[src/timer_set_defines.svh]
`ifndef TIMER_SET_DEFINES_SVH
`define TIMER_SET_DEFINES_SVH

// special function register addresses
`define ADDR_RUN_CONTROL 8'h88
`define ADDR_TIMER_MODE 8'h89
`define ADDR_T0_LOW 8'h8A
`define ADDR_T1_LOW 8'h8B
`define ADDR_T0_HIGH 8'h8C
`define ADDR_T1_HIGH 8'h8D
`define ADDR_T2_CONTROL 8'hC8
`define ADDR_T2_RELOAD_LOW 8'hCA
`define ADDR_T2_RELOAD_HIGH 8'hCB
`define ADDR_T2_LOW 8'hCC
`define ADDR_T2_HIGH 8'hCD

// reset values
`define RESET_BYTE 8'h00

// run control register fields
`define RC_T1_FLAG 7
`define RC_T1_RUN 6
`define RC_T0_FLAG 5
`define RC_T0_RUN 4

// mode register fields, timer 0 in the low nibble, timer 1 in the high
`define MODE_T1_BASE 4
`define MODE_T0_BASE 0
`define MODE_GATE_OFS 3
`define MODE_CT_OFS 2

// timer 2 control fields
`define T2_OVF_FLAG 7
`define T2_EXT_FLAG 6
`define T2_RX_CLK_SEL 5
`define T2_TX_CLK_SEL 4
`define T2_EXT_EN 3
`define T2_RUN 2
`define T2_CNT_SEL 1
`define T2_CAP_SEL 0

`endif

[src/timer_set_pkg.sv]
package timer_set_pkg;

  // operating modes of timers 0 and 1
  typedef enum logic [1:0] {
    MODE_13BIT = 2'b00,
    MODE_16BIT = 2'b01,
    MODE_RELOAD8 = 2'b10,
    MODE_SPLIT = 2'b11
  } timer_mode_t;

endpackage
[src/pin_sync_edge.sv]
`timescale 1ns/1ns
// two-flop synchroniser for one pin plus a falling-edge pulse
module pin_sync_edge #(
  parameter logic IDLE_LEVEL = 1'b1
) (
  input wire logic clk,
  input wire logic rst_n,
  input wire logic pinIn,
  output logic pinLevel,
  output logic pinFall
);
  logic meta_r; // first stage, read only by the second
  logic sync_r; // second stage
  logic last_r; // previous synchronised level

  // synchroniser chain and edge history
  always_ff @(posedge clk or negedge rst_n) begin
    if (!rst_n) begin
      meta_r <= IDLE_LEVEL;
      sync_r <= IDLE_LEVEL;
      last_r <= IDLE_LEVEL;
    end else begin
      meta_r <= pinIn;
      sync_r <= meta_r;
      last_r <= sync_r;
    end
  end

  assign pinLevel = sync_r;
  assign pinFall = last_r & ~sync_r;
endmodule

[src/timer_counter_set.sv]
`timescale 1ns/1ns
`include "timer_set_defines.svh"
// What this block does
// - mode 0 counts high byte plus low five
// - wrap to zero sets overflow flag
// - count only when run and gate allow, except timer 1 ignores its run bit while timer 0 is split
// - starting a timer keeps its count
// - timer mode ticks every core clock
// - mode 1 is full sixteen bit count
// - mode 2 low byte reloads from high
// - timer 1 in mode 3 holds
// - timer 0 mode 3 low byte own controls
// - timer 0 high byte uses timer 1 controls
// - timer 1 runs outside mode 3, no flag
// - timer 2 flag set unless baud mode
// - trigger edge with enable sets external flag
// - receive clock from timer 2 or 1
// - transmit clock from timer 2 or 1
// - trigger edges act only when enabled
// - timer 2 counts only while run set
// - timer 2 counts pin edges or clocks
// - capture select picks capture or reload
// - baud mode forces reload on overflow
// - vectoring clears timer 0 and 1 flags
// - timer 2 rollover reloads sixteen bits
// - capture copies count into reload pair
module timer_counter_set (
  input wire logic clk,
  input wire logic rst_n,
  input wire logic [7:0] sfrAddr,
  input wire logic [7:0] sfrWrData,
  input wire logic sfrWrEn,
  input wire logic sfrRdEn,
  output logic [7:0] sfrRdData,
  input wire logic externalGateInputA,
  input wire logic externalGateInputB,
  input wire logic timer0CountPin,
  input wire logic timer1CountPin,
  input wire logic timer2CountPin,
  input wire logic timer2TriggerPin,
  input wire logic timer0VectorAck,
  input wire logic timer1VectorAck,
  output logic timer0OverflowFlag,
  output logic timer1OverflowFlag,
  output logic timer2OverflowFlag,
  output logic timer2ExternalFlag,
  output logic timer1OverflowPulse,
  output logic timer2OverflowPulse,
  output logic serialRxClkPulse,
  output logic serialTxClkPulse
);
  import timer_set_pkg::*;

  logic [7:0] runCtl_r; // timer_run_control_reg
  logic [7:0] modeReg_r; // timer_mode_reg
  logic [7:0] t0Low_r; // timer0_low_byte
  logic [7:0] t0High_r; // timer0_high_byte
  logic [7:0] t1Low_r; // timer 1 low byte
  logic [7:0] t1High_r; // timer 1 high byte
  logic [7:0] t2Ctl_r; // timer2_control
  logic [7:0] t2RelLow_r; // timer2_reload_low
  logic [7:0] t2RelHigh_r; // timer2_reload_high
  logic [7:0] t2Low_r; // timer2_low_byte
  logic [7:0] t2High_r; // timer2_high_byte
  logic t1Pulse_r; // registered timer 1 overflow
  logic t2Pulse_r; // registered timer 2 overflow

  // synchronised pins
  logic gateALevel, gateBLevel;
  logic t0Fall, t1Fall, t2Fall, trigFall;

  // fields
  timer_mode_t t0Mode, t1Mode;
  logic gate0, gate1, ct0, ct1;
  logic run0, run1;
  logic t0Split;
  logic baudMode;

  // tick enables and next values
  logic t0Tick, t0HighTick, t1Tick, t2Tick;
  logic [16:0] t0Step, t1Step;
  logic [8:0] t0HighSum;
  logic [16:0] t2Sum;
  logic t0Ovf, t0HighOvf, t1Ovf, t2Ovf;
  logic trigEvent, trigCapture, trigReload;

  // register write strobes
  logic wrRunCtl, wrMode, wrT0Low, wrT0High, wrT1Low, wrT1High;
  logic wrT2Ctl, wrT2RelLow, wrT2RelHigh, wrT2Low, wrT2High;

  // pin synchronisers, idle high so reset shows no edge
  pin_sync_edge #(.IDLE_LEVEL(1'b1)) syncGateA (
    .clk(clk), .rst_n(rst_n), .pinIn(externalGateInputA),
    .pinLevel(gateALevel), .pinFall()
  );
  pin_sync_edge #(.IDLE_LEVEL(1'b1)) syncGateB (
    .clk(clk), .rst_n(rst_n), .pinIn(externalGateInputB),
    .pinLevel(gateBLevel), .pinFall()
  );
  pin_sync_edge #(.IDLE_LEVEL(1'b1)) syncCount0 (
    .clk(clk), .rst_n(rst_n), .pinIn(timer0CountPin),
    .pinLevel(), .pinFall(t0Fall)
  );
  pin_sync_edge #(.IDLE_LEVEL(1'b1)) syncCount1 (
    .clk(clk), .rst_n(rst_n), .pinIn(timer1CountPin),
    .pinLevel(), .pinFall(t1Fall)
  );
  pin_sync_edge #(.IDLE_LEVEL(1'b1)) syncCount2 (
    .clk(clk), .rst_n(rst_n), .pinIn(timer2CountPin),
    .pinLevel(), .pinFall(t2Fall)
  );
  pin_sync_edge #(.IDLE_LEVEL(1'b1)) syncTrigger (
    .clk(clk), .rst_n(rst_n), .pinIn(timer2TriggerPin),
    .pinLevel(), .pinFall(trigFall)
  );

  // one increment of a timer 0/1 pair, returns {overflow, high, low}
  function automatic logic [16:0] stepCount(
    input timer_mode_t m,
    input logic [7:0] hi,
    input logic [7:0] lo
  );
    logic [13:0] s13;
    logic [16:0] s16;
    logic [8:0] s8;
    logic [16:0] r;
    s13 = {1'b0, hi, lo[4:0]} + 14'h0001;
    s16 = {1'b0, hi, lo} + 17'h00001;
    s8 = {1'b0, lo} + 9'h001;
    case (m)
      // upper three low bits are left alone
      MODE_13BIT: r = {s13[13], s13[12:5], lo[7:5], s13[4:0]};
      MODE_16BIT: r = s16;
      // low byte reloads from the unchanged high byte
      MODE_RELOAD8: r = {s8[8], hi, s8[8] ? hi : s8[7:0]};
      // split: the low byte alone counts here
      MODE_SPLIT: r = {s8[8], hi, s8[7:0]};
      default: r = {1'b0, hi, lo};
    endcase
    return r;
  endfunction

  // field decode
  always_comb begin
    t0Mode = timer_mode_t'(modeReg_r[`MODE_T0_BASE +: 2]);
    t1Mode = timer_mode_t'(modeReg_r[`MODE_T1_BASE +: 2]);
    gate0 = modeReg_r[`MODE_T0_BASE + `MODE_GATE_OFS];
    gate1 = modeReg_r[`MODE_T1_BASE + `MODE_GATE_OFS];
    ct0 = modeReg_r[`MODE_T0_BASE + `MODE_CT_OFS];
    ct1 = modeReg_r[`MODE_T1_BASE + `MODE_CT_OFS];
    run0 = runCtl_r[`RC_T0_RUN];
    run1 = runCtl_r[`RC_T1_RUN];
    t0Split = (t0Mode == MODE_SPLIT);
    baudMode = t2Ctl_r[`T2_RX_CLK_SEL] | t2Ctl_r[`T2_TX_CLK_SEL];
  end

  // tick enables: run bit and gate, then clock or pin edge
  always_comb begin
    // gated input with no prescaler ahead of it
    t0Tick = run0 & (~gate0 | gateALevel) & (ct0 ? t0Fall : 1'b1);
    // high byte of a split timer 0 counts clocks on timer 1's run bit
    t0HighTick = t0Split & run1;
    if (t1Mode == MODE_SPLIT) begin
      t1Tick = 1'b0;
    end else if (t0Split) begin
      // run bit lent away: mode switch turns timer 1 on and off
      t1Tick = (~gate1 | gateBLevel) & (ct1 ? t1Fall : 1'b1);
    end else begin
      t1Tick = run1 & (~gate1 | gateBLevel) & (ct1 ? t1Fall : 1'b1);
    end
    t2Tick = t2Ctl_r[`T2_RUN] & (t2Ctl_r[`T2_CNT_SEL] ? t2Fall : 1'b1);
  end

  // next counts and overflow events
  always_comb begin
    t0Step = stepCount(t0Mode, t0High_r, t0Low_r);
    t1Step = stepCount(t1Mode, t1High_r, t1Low_r);
    t0HighSum = {1'b0, t0High_r} + 9'h001;
    t2Sum = {1'b0, t2High_r, t2Low_r} + 17'h00001;
    t0Ovf = t0Tick & t0Step[16];
    t0HighOvf = t0HighTick & t0HighSum[8];
    t1Ovf = t1Tick & t1Step[16];
    t2Ovf = t2Tick & t2Sum[16];
    trigEvent = trigFall & t2Ctl_r[`T2_EXT_EN];
    // serial clocking blocks captures and pin reloads
    trigCapture = trigEvent & ~baudMode & t2Ctl_r[`T2_CAP_SEL];
    trigReload = trigEvent & ~baudMode & ~t2Ctl_r[`T2_CAP_SEL];
  end

  // address decode
  always_comb begin
    wrRunCtl = sfrWrEn & (sfrAddr == `ADDR_RUN_CONTROL);
    wrMode = sfrWrEn & (sfrAddr == `ADDR_TIMER_MODE);
    wrT0Low = sfrWrEn & (sfrAddr == `ADDR_T0_LOW);
    wrT0High = sfrWrEn & (sfrAddr == `ADDR_T0_HIGH);
    wrT1Low = sfrWrEn & (sfrAddr == `ADDR_T1_LOW);
    wrT1High = sfrWrEn & (sfrAddr == `ADDR_T1_HIGH);
    wrT2Ctl = sfrWrEn & (sfrAddr == `ADDR_T2_CONTROL);
    wrT2RelLow = sfrWrEn & (sfrAddr == `ADDR_T2_RELOAD_LOW);
    wrT2RelHigh = sfrWrEn & (sfrAddr == `ADDR_T2_RELOAD_HIGH);
    wrT2Low = sfrWrEn & (sfrAddr == `ADDR_T2_LOW);
    wrT2High = sfrWrEn & (sfrAddr == `ADDR_T2_HIGH);
  end

  // mode register, software only
  always_ff @(posedge clk or negedge rst_n) begin
    if (!rst_n) begin
      modeReg_r <= `RESET_BYTE;
    end else if (wrMode) begin
      modeReg_r <= sfrWrData;
    end
  end

  // run control: run bits and pin bits from software, flags from hardware
  always_ff @(posedge clk or negedge rst_n) begin
    if (!rst_n) begin
      runCtl_r <= `RESET_BYTE;
    end else begin
      if (wrRunCtl) begin
        // writing a run bit touches no count register
        runCtl_r <= sfrWrData;
      end
      // timer 0 flag: a hardware set beats write and vector clear
      if (t0Ovf) begin
        runCtl_r[`RC_T0_FLAG] <= 1'b1;
      end else if (wrRunCtl) begin
        runCtl_r[`RC_T0_FLAG] <= sfrWrData[`RC_T0_FLAG];
      end else if (timer0VectorAck) begin
        runCtl_r[`RC_T0_FLAG] <= 1'b0;
      end
      // timer 1 flag belongs to the split high byte while timer 0 is split
      if (t0Split ? t0HighOvf : t1Ovf) begin
        runCtl_r[`RC_T1_FLAG] <= 1'b1;
      end else if (wrRunCtl) begin
        runCtl_r[`RC_T1_FLAG] <= sfrWrData[`RC_T1_FLAG];
      end else if (timer1VectorAck) begin
        runCtl_r[`RC_T1_FLAG] <= 1'b0;
      end
    end
  end

  // timer 0 count, software write wins over a tick
  always_ff @(posedge clk or negedge rst_n) begin
    if (!rst_n) begin
      t0Low_r <= `RESET_BYTE;
      t0High_r <= `RESET_BYTE;
    end else begin
      if (wrT0Low) begin
        t0Low_r <= sfrWrData;
      end else if (t0Tick) begin
        t0Low_r <= t0Step[7:0];
      end
      if (wrT0High) begin
        t0High_r <= sfrWrData;
      end else if (t0Split) begin
        if (t0HighTick) begin
          t0High_r <= t0HighSum[7:0];
        end
      end else if (t0Tick) begin
        t0High_r <= t0Step[15:8];
      end
    end
  end

  // timer 1 count
  always_ff @(posedge clk or negedge rst_n) begin
    if (!rst_n) begin
      t1Low_r <= `RESET_BYTE;
      t1High_r <= `RESET_BYTE;
    end else begin
      if (wrT1Low) begin
        t1Low_r <= sfrWrData;
      end else if (t1Tick) begin
        t1Low_r <= t1Step[7:0];
      end
      if (wrT1High) begin
        t1High_r <= sfrWrData;
      end else if (t1Tick) begin
        t1High_r <= t1Step[15:8];
      end
    end
  end

  // timer 2 control: configuration from software, flags from hardware
  always_ff @(posedge clk or negedge rst_n) begin
    if (!rst_n) begin
      t2Ctl_r <= `RESET_BYTE;
    end else begin
      if (wrT2Ctl) begin
        t2Ctl_r <= sfrWrData;
      end
      // no overflow flag while timer 2 clocks the serial port
      if (t2Ovf & ~baudMode) begin
        t2Ctl_r[`T2_OVF_FLAG] <= 1'b1;
      end
      // external flag on an accepted trigger edge
      if (trigEvent) begin
        t2Ctl_r[`T2_EXT_FLAG] <= 1'b1;
      end
    end
  end

  // timer 2 count with reload on overflow or trigger
  always_ff @(posedge clk or negedge rst_n) begin
    if (!rst_n) begin
      t2Low_r <= `RESET_BYTE;
      t2High_r <= `RESET_BYTE;
    end else begin
      if (wrT2Low) begin
        t2Low_r <= sfrWrData;
      end else if (trigReload | (t2Ovf & (baudMode | ~t2Ctl_r[`T2_CAP_SEL]))) begin
        t2Low_r <= t2RelLow_r;
      end else if (t2Tick) begin
        t2Low_r <= t2Sum[7:0];
      end
      if (wrT2High) begin
        t2High_r <= sfrWrData;
      end else if (trigReload | (t2Ovf & (baudMode | ~t2Ctl_r[`T2_CAP_SEL]))) begin
        t2High_r <= t2RelHigh_r;
      end else if (t2Tick) begin
        t2High_r <= t2Sum[15:8];
      end
    end
  end

  // capture/reload pair: software preset or hardware capture
  always_ff @(posedge clk or negedge rst_n) begin
    if (!rst_n) begin
      t2RelLow_r <= `RESET_BYTE;
      t2RelHigh_r <= `RESET_BYTE;
    end else begin
      if (trigCapture) begin
        t2RelLow_r <= t2Low_r;
      end else if (wrT2RelLow) begin
        t2RelLow_r <= sfrWrData;
      end
      if (trigCapture) begin
        t2RelHigh_r <= t2High_r;
      end else if (wrT2RelHigh) begin
        t2RelHigh_r <= sfrWrData;
      end
    end
  end

  // overflow pulses for baud generation, regardless of flags
  always_ff @(posedge clk or negedge rst_n) begin
    if (!rst_n) begin
      t1Pulse_r <= 1'b0;
      t2Pulse_r <= 1'b0;
      serialRxClkPulse <= 1'b0;
      serialTxClkPulse <= 1'b0;
    end else begin
      t1Pulse_r <= t1Ovf;
      t2Pulse_r <= t2Ovf;
      serialRxClkPulse <= t2Ctl_r[`T2_RX_CLK_SEL] ? t2Ovf : t1Ovf;
      serialTxClkPulse <= t2Ctl_r[`T2_TX_CLK_SEL] ? t2Ovf : t1Ovf;
    end
  end

  // read data, one cycle after the read strobe; unmapped reads zero
  always_ff @(posedge clk or negedge rst_n) begin
    if (!rst_n) begin
      sfrRdData <= `RESET_BYTE;
    end else if (sfrRdEn) begin
      case (sfrAddr)
        `ADDR_RUN_CONTROL: sfrRdData <= runCtl_r;
        `ADDR_TIMER_MODE: sfrRdData <= modeReg_r;
        `ADDR_T0_LOW: sfrRdData <= t0Low_r;
        `ADDR_T0_HIGH: sfrRdData <= t0High_r;
        `ADDR_T1_LOW: sfrRdData <= t1Low_r;
        `ADDR_T1_HIGH: sfrRdData <= t1High_r;
        `ADDR_T2_CONTROL: sfrRdData <= t2Ctl_r;
        `ADDR_T2_RELOAD_LOW: sfrRdData <= t2RelLow_r;
        `ADDR_T2_RELOAD_HIGH: sfrRdData <= t2RelHigh_r;
        `ADDR_T2_LOW: sfrRdData <= t2Low_r;
        `ADDR_T2_HIGH: sfrRdData <= t2High_r;
        default: sfrRdData <= `RESET_BYTE;
      endcase
    end
  end

  // flag and pulse outputs straight from registers
  assign timer0OverflowFlag = runCtl_r[`RC_T0_FLAG];
  assign timer1OverflowFlag = runCtl_r[`RC_T1_FLAG];
  assign timer2OverflowFlag = t2Ctl_r[`T2_OVF_FLAG];
  assign timer2ExternalFlag = t2Ctl_r[`T2_EXT_FLAG];
  assign timer1OverflowPulse = t1Pulse_r;
  assign timer2OverflowPulse = t2Pulse_r;
endmodule

[config.mk]
export PLATFORM = sky130hd
export DESIGN_NAME = timer_counter_set
export DESIGN_NICKNAME = d
export VERILOG_FILES = /design/src/timer_set_pkg.sv /design/src/pin_sync_edge.sv /design/src/timer_counter_set.sv
export VERILOG_INCLUDE_DIRS = /design/src
export SDC_FILE = /design/constraint.sdc
export NUM_CORES = 1
export LEC_CHECK = 0
export BUFFER_PORTS_ARGS = -buffer_cell sky130_fd_sc_hd__clkbuf_2
export CORE_MARGIN = 4
export CORE_UTILIZATION = 50
export CTS_BUF_LIST = sky130_fd_sc_hd__clkbuf_8
export DETAILED_ROUTE_END_ITERATION = 16
export GPL_TIMING_DRIVEN = 0
export PLACE_DENSITY_LB_ADDON = 0.2
export SLEW_MARGIN = 40
export SYNTH_ARGS = -nofsm -noshare
export SYNTH_HDL_FRONTEND = slang
export SYNTH_SLANG_ARGS = --single-unit
[constraint.sdc]
create_clock -name clk -period 3.1 [get_ports clk]
set_input_delay 0.31 -clock clk [delete_from_list [all_inputs] [get_ports clk]]
set_output_delay 0.31 -clock clk [all_outputs]
set_load 0.03 [all_outputs]
# [Yosys cells after proc, flatten, opt, wreduce, memory -nomap -nowiden]
# Cells that the tools add are included.
[totals] reg_bits=116 elab_cells=174 output_inout_bits=16 input_bits=28
[classes] reduce_logical=18 add_sub_neg=8 n_eq_ne=23 muxes=42 bitwise_logic=45
[ops] cell="$mux 8" count=23
[ops] cell="$pmux 17 s4" count=2
[ops] cell="$eq 8x8->1 const B" count=11
[ops] cell="$pmux 8 s11" count=1
[ops] cell="$add 16x1->17 const B" count=3
[ops] cell="$and 1x1->1" count=32
[ops] cell="$add 13x1->14 const B" count=2
[ops] cell="$add 8x1->9 const B" count=3
[ops] cell="$mux 1" count=16
[ops] cell="$reduce_bool 3->1" count=5
[ops] cell="$reduce_bool 2->1" count=7
[ops] cell="$eq 2x2->1 const B" count=4
[ops] cell="$ne 2x2->1 const B" count=4
[ops] cell="$not 1->1" count=8
[ops] cell="$reduce_and 3->1" count=2
[ops] cell="$or 1x1->1" count=5
[ops] cell="$eq 2x1->1 const B" count=2
[ops] cell="$logic_not 2->1" count=2
[ops] cell="$reduce_and 2->1" count=2
[ops] cell="$ne 3x1->1 const B" count=1
[ops] cell="$ne 3x3->1 const B" count=1

# [Longest topological paths before layout]
# Gate-level depths: netlist of run 1.
[logic_depth] word_depth=9 mapped_depth=8 mapped_depth_nobuf=6

# [Cells and area by module]
# Synthesis of run 1 repeated with hierarchy kept, for this count alone.
[hier_totals] cells_unflattened=869 hier_area_um2=7766.2
[modules_own_cells] mod="timer_counter_set" area_per_inst_um2=7210.7 cells_each=845 seq_area_each_um2=2502.4 n_inst=1
[modules_own_cells] mod="pin_sync_edge" area_per_inst_um2=92.6 cells_each=4 seq_area_each_um2=78.8 n_inst=6

# [Least setup slack after synthesis of run 1]
# OpenSTA, ideal clock, no wires.
[synth_path] path_kind="register -> register" start="reg t2Low_r[0]" end="reg t2Low_r[6]" arrival_ns=2.201 path_slack_ns=0.763 period_less_slack_ns=2.337 stages_incl_launch_ff=9 path_buffers=2 setup_ns=0.136 required_ns=2.964 path_cell_list="dfrtp_1 ha_1 nand3_4 or4_4 buf_6 o31a_4 buf_6 a211oi_1 o31ai_1"
[synth_via] elab_chain_cells=6 elab_cells_between_ends=8 cone_classes="1 x add/sub; 3 x mux; 3 x bitwise; 1 x reduce/logical"
[synth_lines] element="start: declaration" line="timer_counter_set.sv:63" source="logic [7:0] t2Low_r;"
[synth_lines] element="start signal: assignment" line="timer_counter_set.sv:306" source="t2Low_r <= `RESET_BYTE;"
[synth_lines] element="start signal: assignment" line="timer_counter_set.sv:310" source="t2Low_r <= sfrWrData;"
[synth_lines] element="start signal: assignment" line="timer_counter_set.sv:312" source="t2Low_r <= t2RelLow_r;"
[synth_lines] element="$add 16x1->17 (*)" line="timer_counter_set.sv:179" source="t2Sum = {1'b0, t2High_r, t2Low_r} + 17'h00001;"
[synth_lines] element="$and 1x1->1" line="timer_counter_set.sv:183" source="t2Ovf = t2Tick & t2Sum[16];"
[synth_lines] element="$and 1x1->1" line="timer_counter_set.sv:311" source="end else if (trigReload | (t2Ovf & (baudMode | ~t2Ctl_r[`T2_CAP_SEL]))) begin"
[synth_lines] element="$or 1x1->1" line="timer_counter_set.sv:311"
[synth_lines] element="$mux 8" line="timer_counter_set.sv:311"
[synth_lines] element="$mux 8" line="timer_counter_set.sv:309" source="if (wrT2Low) begin"
# Mark *: on every way between the ends. The rest lies on a longest branch, timed or not. The select of a mux whose other input is x is not followed.
# A chain may end at the register's enable or synchronous reset.

# [Worst setup path in the final report of run 1]
# Same ends and word-level chain as after synthesis.

==> results of run 1 <==
[routing by layer]
| layer | GRT usage | vias up | routed length [um] |
|---|---|---|---|
| met5 | 0 | - | 0 |
| met4 | 0.121 | 0 | 945 |
| met3 | 0.0593 | 73 | 2670 |
| met2 | 0.415 | 457 | 10600 |
| met1 | 0.431 | 3580 | 10900 |
| li1 | - | 3351 | - |
[critical path, delay by kind of cell (launching register included)]
family	cells	cell delay, ns
DFF	1	0.50
AOI/OAI and AO/OA	3	0.70
adders and majority gates	1	0.28
buffers and inverters	2	0.32
and+or+nand+nor	2	0.68
[layout make-up]
| type | instances | area, sq um |
|---|---|---|
| Buffer | 73 | 302 |
| Clock buffer | 19 | 262 |
| Clock inverter | 13 | 123 |
| Fill cell | 1298 | 6140 |
| Inverter | 15 | 56.3 |
| Multi-Input combinational cell | 643 | 4340 |
| Sequential cell | 116 | 2920 |
| Tap cell | 184 | 230 |
| Timing Repair Buffer | 51 | 328 |
[synthesized netlist by cell type (5+ instances only)]
master,number,area share
a22oi_1,12,0.012
buf_2,8,0.0053
a21oi_1,59,0.039
o31ai_1,13,0.013
or3_1,8,0.0066
inv_1,15,0.0074
o2111ai_1,5,0.0058
xnor2_1,11,0.013
nor2_1,60,0.030
o21ai_0,34,0.022
a2111oi_0,5,0.0058
a41oi_1,6,0.0069
mux2_2,20,0.030
dfrtp_1,100,0.33
nand3_1,29,0.019
xor2_1,14,0.016
o211ai_1,5,0.0049
nand2_1,79,0.039
a31oi_1,12,0.0099
nor2b_1,7,0.0058
dfstp_2,16,0.055
o21a_1,7,0.0069
a211oi_1,18,0.018
nand2b_1,7,0.0058
o2bb2ai_1,6,0.0069
o22ai_1,13,0.011
nand4_1,18,0.015
a21o_1,8,0.0079
nor4bb_1,5,0.0066
nor4_1,8,0.0066
mux2i_1,44,0.058
clkbuf_1,57,0.028
nor3_1,18,0.012
and3_1,18,0.015
buf_1,6,0.0030
[flip-flops by register name (all words and copies together), names as in the netlist, 8 cells and up]
register and count:
t2Ctl_r 8, t1Low_r 8, t2RelLow_r 8, t2High_r 8
sfrRdData 8, t1High_r 8, t2Low_r 8, t0High_r 8
modeReg_r 8, runCtl_r 8, t0Low_r 8, t2RelHigh_r 8
[power breakdown]
group	total [mW]	switching [mW]	internal (mW)
sequential	2.02	0.276	1.75
combinational	1.41	0.872	0.534
clock	1.38	0.700	0.683
total	4.81	1.85	2.96
[per-stage QoR]
step | TNS [ns] | area [sq um] | setup slack, ns | cells | hold slack [ns]
2_1_floorplan | 0 | 7590 | 0.763 | 847 | 0.0144
3_3_place_gp | -5.86 | 8030 | -0.0660 | 1073 | 0.345
3_5_place_dp | 0 | 8100 | 0.280 | 1075 | 0.304
4_1_cts | 0 | 8560 | 0.513 | 1114 | 0.114
5_1_grt | 0 | 8560 | 0.335 | 1114 | 0.135
6_report | 0 | 8560 | 0.480 | 1114 | 0.135
[placed cells by master, fill, tap and decap left out, types with 8 or more instances in the layout]
master / Yosys / final
a31oi_1: 12 / 12
a211oi_1: 18 / 18
clkbuf_1: 57 / 55
clkbuf_8: 0 / 20
dfstp_2: 16 / 16
o21ai_0: 34 / 34
dfrtp_1: 100 / 100
a22oi_1: 12 / 12
o31ai_1: 13 / 13
xnor2_1: 11 / 11
nand4_1: 18 / 18
mux2_2: 20 / 20
or3_1: 8 / 8
o22ai_1: 13 / 13
buf_2: 8 / 8
nor2_1: 60 / 60
inv_1: 15 / 15
clkbuf_2: 0 / 43
nor3_1: 18 / 18
mux2i_1: 44 / 44
xor2_1: 14 / 14
a21o_1: 8 / 8
nand3_1: 29 / 29
nand2_1: 79 / 79
and3_1: 18 / 18
a21oi_1: 59 / 58
[logic make-up (layout without fill, tap and decap cells)]
kind of cell,after synthesis,count (layout)
mux,66,66
flops,116,116
compound gates,253,253
fa+ha+maj,4,4
xor+xnor,25,25
simple gates,295,295
buf+inv,88,171
[final timing paths]
check                                                 to  slack, ns  cells past startpoint
max                               t2Low_r[6]$_DFFE_PN0P_       0.48                      8
min                             sfrRdData[0]$_DFFE_PN0P_       0.14                      2
max reg2reg                       t2Low_r[6]$_DFFE_PN0P_       0.48                      8
min reg2reg                syncCount2.pinLevel$_DFF_PN1_       0.36                      0
max in group asynchronous    syncCount2.meta_r$_DFF_PN1_       2.01                      3
min in group asynchronous        t0High_r[5]$_DFFE_PN0P_       0.36                      2
[repair_timing]
action	4_1_cts	5_1_grt
endpoints found under the hold margin	51	0
endpoints found under the setup margin	0	0
hold buffers	7	0
==> results.md, run 1 <==
* Outcome: complete, no violations
* Row Count at 44
* Clock Latency Late Sink at 0.46 ns
* Post-Syn Nets at 879
* Nets@finish at 949
* Worst Path Max Fanout at 10
* Total GRT Usage at 0.291
* CTS tree: done
* RSZ-0062 raised after global routing: false
* IO Pins at 44
* Critical Path, Cell by Cell: ha_1 -> nand3_4 -> or4_4 -> buf_6 -> o31a_4 -> buf_6 -> a211oi_1 -> o31ai_1
* CTS buffer count at 17
* Peak per-stage delay on the critical path at 0.54 ns
* Cell variety after synth at 82
* Setup violations, final at 0
* Slowest cell on crit path: or4_4
* Tcrit/Tclk final at 0.845
* Power Total at 4.81 mW
* Pin count of the biggest net entering global routing at 62
* Minimum clock period at 2.62 ns
* FFs w/ async S/R, synth at 1.00
* Clk_skew at 0.0116 ns
* Post-Synth Simple-Gate Area at 0.204
* Drt total wl at 25000 um
* Max Fclk at 382 MHz
* Share of layout cells above drive strength 1 at 0.160
* CTS root buffer: clkbuf_8
* Peak VDD IR at 0.000286 V
* Reg2Reg Launch Point: t2Low_r[0]$_DFFE_PN0P_
* Register bit total from synthesis at 116
* Crit. End Element: flop
* I/O Buffers at 42
* Remaining antenna violation count at 0
* Post-synthesis adder-cell area fraction at 0.00659
* Max-slew violation count at 0
* Crit Path Class: reg2reg
* Crit path top cell by count: buf_6
* CTS resizes at 0
* Via density at 6.70
* Core ar. at 14700 sq um
* Hold Path Origin: sfrRdEn
* Gpl congestion at 0.968
* Final count of hold timing violations at 0
* TritonRoute pass-1 iters at 6
* Initial core utilization at 0.516
* HPWL after detailed placement at 17800 um
* DR iter-0 viols at 1065
* Die area at 17200 sq um
* Mapped Area at 7590 sq um
* Post-synthesis mux area share at 0.0926
* Post-CTS setup buffers at 0
* Core Util, Final at 0.582
* Antenna Cells at 0
* Drt wl/cell at 22.5 um
* GRT overflow at 0
* Xor and xnor area share after synthesis at 0.0288
* Static Leakage at 3.44 nW
* H-tree depth at 4
* Hold Path Class: in2reg
* Slew HR at 0.414
* Post-Syn Instances at 847
* Drt drc at 0
* Seq/Total Area, Yosys at 0.385
* Wire length of the first global-routing pass at 40000 um
* Area grow syn2layout at 12.7%
* Maxcap violations at 0
* Synth Warn # at 0
* Largest family of logic cells by synthesized area: compound AO/OA/AOI/OAI gates
* Number of enable flip-flop cells after synthesis at 0
* Synth Area in Compound Gates at 0.237
* PD cells at 562 nW/um^2
* Worst Setup SP: t2Low_r[0]$_DFFE_PN0P_
* Die Y at 131 um
* WP data arrival at 2.95 ns
* Data required, critical path at 3.43 ns
* Top FF cell, synth: dfrtp_1
* Worst Tran Pin Value at 0.880 ns
* Mean area per synthesized cell at 8.96 sq um
* Initial antenna violation count at 0
* CTS max path bufs at 2
* Vias at 7461
* Clock transition at path regs at 0.07 ns
* Die W at 131 um
* Startpoint types: flop
* CTS sink count at 116
* Vias in the first global route at 7011
(Power assumes the default switching activity.)
==> inputs of run 2 (changes only) <==
- ABC_AREA: default -> 1
- clock period: 3.1 -> 2.5 ns (I/O delays scaled with it)
==> results.md, run 2 <==
* Outcome: complete, no violations
* Final count of hold timing violations at 0 (unchanged)
* Synth Warn # at 0 (unchanged)
* Area grow syn2layout at 12.1%
* Nets@finish at 1322 (+39%)
* Die Y at 134 um (+2.5%)
* Top FF cell, synth: dfrtp_1
* Worst setup margin at 0.385 ns (-0.0947 ns)
* Share of layout cells above drive strength 1 at 0.121 (-0.0390)
* Maxcap violations at 0 (unchanged)
* Hold_buf cts at 7 (unchanged)
* Dpl cell area at 8500 sq um (+4.9%)
* Post-Syn Nets at 1254 (+43%)
* FILL cells at 1597 (+23%)
* Reg area at 2920 sq um (unchanged)
* Via density at 5.55 (-17%)
* Post-Syn Instances at 1222 (+44%)
* Most frequent cells in the layout: 390 x nand2_1, 147 x nor2_1, 140 x inv_1
* Peak per-stage delay on the critical path at 0.36 ns (-0.18 ns)
* HPWL after detailed placement at 20000 um (+12%)
* Remaining antenna violation count at 0 (unchanged)
* R2R Path End: runCtl_r[7]$_DFFE_PN0P_
* Setup violations, final at 0 (unchanged)
* CTS root buffer: clkbuf_8
* Crit Path Class: reg2reg
* WP data arrival at 2.50 ns (-0.45 ns)
* Startpoint types: flop
* Data required, critical path at 2.88 ns (-0.55 ns)
* Core ar. at 15400 sq um (+5.0%)
* Hold_ws at 0.0644 ns (-0.0710 ns)
* Number of enable flip-flop cells after synthesis at 0 (unchanged)
* Clk_skew at 0.0128 ns (+0.00113 ns)
* CTS resizes at 0 (unchanged)
* Minimum clock period at 2.11 ns (-0.505 ns)
* Cell variety after synth at 37 (-55%)
* TritonRoute pass-1 iters at 5 (-1)
* Crit path top cell by count: nand2_1
* I/O Buffers at 41 (-2.4%)
* CTS max path bufs at 2 (unchanged)
* Synth top area cells: dfrtp_1 31%, nand2_1 18%, nand3_1 8.0%
* GRT overflow at 0 (unchanged)
* Net Switching at 2.34 mW (+26%)
* Worst R2R Path Depth at 9 (+1)
* Pint at 3.53 mW (+19%)
* Max Fclk at 473 MHz (+24%)
* Static Leakage at 4.50 nW (+31%)
* DR iter-0 viols at 1084 (+1.8%)
* Seq/Total Area, Yosys at 0.366 (-0.0194)
* RSZ-0062 raised after global routing: false
* Pin count of the biggest net entering global routing at 60 (-3.2%)
* Yosys top cell area share at 0.313 (-0.0166)
* Critical Path, Cell by Cell: buf_2 -> nand2_1 -> nand2_1 -> o21ai_0 -> nor2_1 -> nand2_1 -> a21oi_1 -> nand2_1 -> o211ai_1
* Crit. End Element: flop
* Worst Tran Pin Value at 0.626 ns (-0.254 ns)
* Mapped Area at 7990 sq um (+5.3%)
* Multi-input gate area at 4320 sq um (-0.29%)
* Reg2Reg Launch Point: modeReg_r[0]$_DFFE_PN0P_
* Setup WS pre-CTS at 0.395 ns (+0.114 ns)
* Row Count at 45 (+2.3%)
* Worst Path Max Fanout at 9 (-1)
* Slew HR at 0.581 (+0.168)
* CTS tree: done
* Commonest non-fill, non-tap cell in the layout: nand2_1
* Gpl congestion at 1.00 (+3.6%)
* Initial antenna violation count at 0 (unchanged)
* Die W at 134 um (+2.5%)
* Sw Ratio at 0.398 (+0.0139)
* Drt wl/cell at 17.5 um (-22%)
* Setup TNS at 0 ns (unchanged)
* Wire length of the first global-routing pass at 41800 um (+4.6%)
* Post-CTS setup buffers at 0 (unchanged)
* PD cells at 654 nW/um^2 (+16%)
* Slowest cell on crit path: nor2_1
* Finished Cell Area at 8960 sq um (+4.8%)
* Post-synth top area cell: dfrtp_1
* Vias at 8401 (+13%)
* Clock Latency Late Sink at 0.47 ns (about the same)
* Hold Path Class: in2reg
* Gate power share at 0.244 (-0.048)
* IO Pins at 44 (unchanged)
* Vias in the first global route at 7654 (+9.2%)
* Worst Setup SP: modeReg_r[0]$_DFFE_PN0P_
* Clock power share at 0.306 (+0.018)
* Peak VDD IR at 0.000510 V (+79%)
* Placed insts at 1475 (+37%)
* Register bit total from synthesis at 116 (unchanged)
* CTS sink count at 116 (unchanged)
* Clock transition at path regs at 0.09 ns (+0.02 ns)
* Worst setup path end: runCtl_r[7]$_DFFE_PN0P_
* Drt total wl at 26500 um (+5.9%)
* FFs w/ async S/R, synth at 1.00 (unchanged)
* Drt drc at 0 (unchanged)
* Final Non-Filler Cells at 1514 (+36%)
* Most common cell in the synthesized netlist: nand2_1
* Reg power frac at 0.450 (+0.030)
* CTS buffer count at 17 (unchanged)
* Initial core utilization at 0.518 (+0.00174)
* Worst R2R Setup Slack at 0.39 ns (-0.09 ns)
* Tcrit/Tclk final at 0.846 (about the same)
* Antenna Cells at 0 (unchanged)
* Mean area per synthesized cell at 6.54 sq um (-27%)
* Total GRT Usage at 0.301 (+0.00981)
* Die area at 18100 sq um (+5.0%)
* Most frequent cells after synthesis: 390 x nand2_1, 147 x nor2_1, 140 x inv_1
* H-tree depth at 4 (unchanged)
* Max-slew violation count at 0 (unchanged)
==> run 2: changes by cell type after synthesis, sizes merged, moves of 21 or more <==
cell / previous run / this run
inv: 15 / 150
clkbuf: 57 / 6
nand3: 31 / 134
a21oi: 59 / 19
mux2i: 44 / 0
nor2: 61 / 164
mux2: 21 / 0
nand2: 79 / 402
o21ai: 36 / 103
==> run 2: through the flow <==
| stage | total power [mW] | util |
|---|---|---|
| after global routing | 6.19 | 0.581 |
| after CTS | 5.85 | 0.581 |
| after detailed placement | 4.05 | 0.551 |
| after global placement | 4.03 | 0.549 |
| after floorplan | 3.50 | - |
| final | 5.87 | 0.581 |
==> run 2: worst min path at each step <==
stage / startpoint / slack, ns / cells past startpoint / to
2_1_floorplan: rst_n / -0.05 / 0 / modeReg_r[0]$_DFFE_PN0P_
5_1_grt: timer0VectorAck / 0.09 / 4 / runCtl_r[5]$_DFFE_PN0P_
6_report: timer0VectorAck / 0.06 / 4 / runCtl_r[5]$_DFFE_PN0P_
3_3_place_gp: timer0CountPin / 0.34 / 1 / syncCount0.meta_r$_DFF_PN1_
3_5_place_dp: rst_n / 0.25 / 1 / t0High_r[3]$_DFFE_PN0P_
4_1_cts: timer0VectorAck / 0.06 / 4 / runCtl_r[5]$_DFFE_PN0P_
==> run 2: kinds of logic after synthesis <==
group	count (synthesis)	synth area share
simple gates	736	0.399
buf+inv	183	0.0936
compound gates	168	0.119
flops	116	0.366
xor+xnor	15	0.0164
fa+ha+maj	4	0.00626
==> run 2: cell type report <==
type                       count  area share
sequential                   116       0.326
timing repair buffer          49      0.0348
buffer                        25      0.0173
clock buffer                  17      0.0261
clock inverter                15      0.0180
tap                          211      0.0294
multi-input combinational    923       0.482
inverter                     158      0.0662
==> run 2: metal layers <==
layer,vias to the layer above,GRT usage,part of all wire
met1,3860,0.412,0.43
met2,386,0.461,0.45
met4,0,0.126,0.044
li1,4072,-,-
met5,-,0,0
met3,83,0.0660,0.085
==> run 2: power groups by stage <==
stage	Combinational, mW	Sequential [mW]	Clock, mW
final	1.43	2.64	1.79
after global routing	1.62	2.67	1.90
after CTS	1.42	2.62	1.82
after detailed placement	1.40	2.65	0
after global placement	1.37	2.65	0
after floorplan	1.02	2.48	0
==> run 2: worst max-delay path: cells and delay by family (launching register included) <==
family                 cells  cell delay (ns)
buffers and inverters      1             0.19
AOI/OAI and AO/OA          3             0.47
DFF                        1             0.33
and+or+nand+nor            5             1.04
==> inputs of run 3 (changes only) <==
- ABC_AREA: 1 -> 0
- clock period: 2.5 -> 1.8 ns (I/O delays scaled with it)
==> results.md, run 3 (same netlist as run 1, synthesis figures left out) <==
* Outcome: complete, but fails checks
* Failing checks: setup timing
* Antenna Cells at 0 (unchanged)
* Clock transition at path regs at 0.08 ns (about the same)
* Remaining antenna violation count at 0 (unchanged)
* CTS sink count at 116 (unchanged)
* Minimum clock period at 2.21 ns (+0.0909 ns)
* HPWL after detailed placement at 17800 um (-11%)
* CTS tree: done
* Peak VDD IR at 0.000488 V (-4.3%)
* IO Pins at 44 (unchanged)
* Met3 usage in global routing at 0.0677 (+0.00164)
* Crit Path Class: reg2reg
* GRT overflow at 0 (unchanged)
* Final Non-Filler Cells at 1150 (-24%)
* Met1 Use GR at 0.439 (+0.0271)
* Hold_ws at 0.0142 ns (-0.0502 ns)
* CP Buf/Inv Count at 4 (+3)
* Most frequent cells in the layout: 74 x nand2_1, 71 x dfrtp_1, 51 x clkbuf_2, 51 x a21oi_1, 45 x buf_4
* Power Total at 9.11 mW (+55%)
* M2 GR Usage at 0.429 (-0.0323)
* Die area at 17200 sq um (-4.7%)
* Initial antenna violation count at 0 (unchanged)
* Slowest cell on crit path: or4_4
* Maxcap violations at 0 (unchanged)
* Total GRT Usage at 0.301 (+0.000414)
* WP data arrival at 2.54 ns (+0.04 ns)
* H-tree depth at 4 (unchanged)
* Row Count at 44 (-2.2%)
* DR iter-0 viols at 1185 (+9.3%)
* Delay-heaviest family, CP: compound AO/OA/AOI/OAI gates
* GRT busiest layer: met1
* Worst Tran Pin Value at 0.950 ns (+0.324 ns)
* Drt wl/cell at 24.1 um (+38%)
* Vias at 8032 (-4.4%)
* PD cells at 940 nW/um^2 (+44%)
* Die W at 131 um (-2.4%)
* Wire length of the first global-routing pass at 41300 um (-1.2%)
* Core ar. at 14700 sq um (-4.7%)
* Die Y at 131 um (-2.4%)
* Placed insts at 1074 (-27%)
* Data required, critical path at 2.14 ns (-0.74 ns)
* Clk_skew at 0.0143 ns (+0.00148 ns)
* Critical Path, Cell by Cell: clkbuf_4 -> inv_1 -> or4_4 -> buf_4 -> buf_6 -> o2111a_1 -> a211oi_2 -> a21oi_1
* Final count of hold timing violations at 0 (unchanged)
* Clock Latency Late Sink at 0.47 ns (about the same)
* Setup TNS at -6.96 ns (-6.96 ns)
* RSZ-0062 raised after global routing: true
* FILL cells at 1190 (-25%)
* Commonest non-fill, non-tap cell in the layout: nand2_1
* Pin count of the biggest net entering global routing at 71 (+18%)
* Worst Path Max Fanout at 10 (+1)
* Share of layout cells above drive strength 1 at 0.346 (+0.224)
* Vias in the first global route at 7257 (-5.2%)
* Drt total wl at 27700 um (+4.5%)
* Setup violations, final at 38 (+38)
* Area grow syn2layout at 27.7%
* CTS root buffer: clkbuf_8
* Max Fclk at 453 MHz (-4.1%)
* Peak per-stage delay on the critical path at 0.57 ns (+0.21 ns)
* Core Util, Final at 0.659 (+0.0782)
* TritonRoute pass-1 iters at 6 (+1)
* Slew HR at 0.367 (-0.215)
* Gpl congestion at 0.972 (-3.1%)
* Tcrit/Tclk final at 1.23 (+0.379)
* Hold Path Class: in2reg
* CTS buffer count at 17 (unchanged)
* Initial core utilization at 0.516 (-0.00174)
* Startpoint types: flop
* Worst setup margin at -0.405 ns (-0.791 ns)
* Drt drc at 0 (unchanged)
* CTS max path bufs at 2 (unchanged)
* Static Leakage at 3.86 nW (-14%)
* Max-slew violation count at 0 (unchanged)
* Worst R2R Setup Slack at -0.41 ns (-0.79 ns)
* Crit. End Element: flop
* Nets@finish at 986 (-25%)
* Via density at 6.98 (+26%)
* I/O Buffers at 42 (+2.4%)
==> run 3: worst paths after layout <==
check	cells after the start	start	to
setup / recovery	8	t2High_r[3]$_DFFE_PN0P_	t2Low_r[1]$_DFFE_PN0P_
hold / removal	2	sfrWrData[3]	t0High_r[3]$_DFFE_PN0P_
setup reg to reg	8	t2High_r[3]$_DFFE_PN0P_	t2Low_r[1]$_DFFE_PN0P_
hold reg to reg	0	syncGateB.meta_r$_DFF_PN1_	syncGateB.pinLevel$_DFF_PN1_
max in group asynchronous	3	rst_n	syncTrigger.last_r$_DFF_PN1_
min in group asynchronous	2	rst_n	t0High_r[3]$_DFFE_PN0P_
==> run 3: through the flow <==
step / instance area, sq um / setup WS, ns
2_1_floorplan: 7670 / -0.321
3_5_place_dp: 8150 / -0.667
5_1_grt: 9690 / -0.415
4_1_cts: 9080 / -0.334
3_3_place_gp: 8110 / -1.46
6_report: 9690 / -0.405
==> run 3: timing repair <==
item | in CTS | in global routing
endpoints found under the hold margin | 54 | 0
endpoints found under the setup margin | 72 | 72
pin swaps | 19 | 38
gates cloned | 1 | 2
hold buffers | 9 | 0
gates resized for setup | 90 | 110
setup buffers | 28 | 25
==> run 3: layout make-up <==
cell class	count	area, sq um	area share
Buffer	53	308	0.0318
Clock buffer	18	248	0.0256
Clock inverter	13	138	0.0142
Inverter	15	56.3	0.00581
Multi-Input combinational cell	643	4890	0.504
Sequential cell	116	2960	0.305
Tap cell	184	230	0.0238
Timing Repair Buffer	108	866	0.0893
==> run 3: worst reg2reg max path, cell delays in order (launching register included) <==
cell	delay, ns
dfrtp_1	0.35
clkbuf_4	0.23
inv_1	0.06
or4_4	0.57
buf_4	0.16
buf_6	0.12
o2111a_1	0.26
a211oi_2	0.22
a21oi_1	0.10
==> run 3: power by group <==
group	leakage, nW	internal, mW	total (mW)	switching [mW]
sequential	1.31	3.05	3.75	0.703
clock	0.184	1.25	2.45	1.20
combinational	2.37	1.28	2.91	1.62
==> run 3: layer usage <==
metal | up-vias | wire length [um]
met2 | 574 | 11900
met1 | 3903 | 11700
met5 | - | 0
met3 | 119 | 2960
li1 | 3436 | -
met4 | 0 | 1190
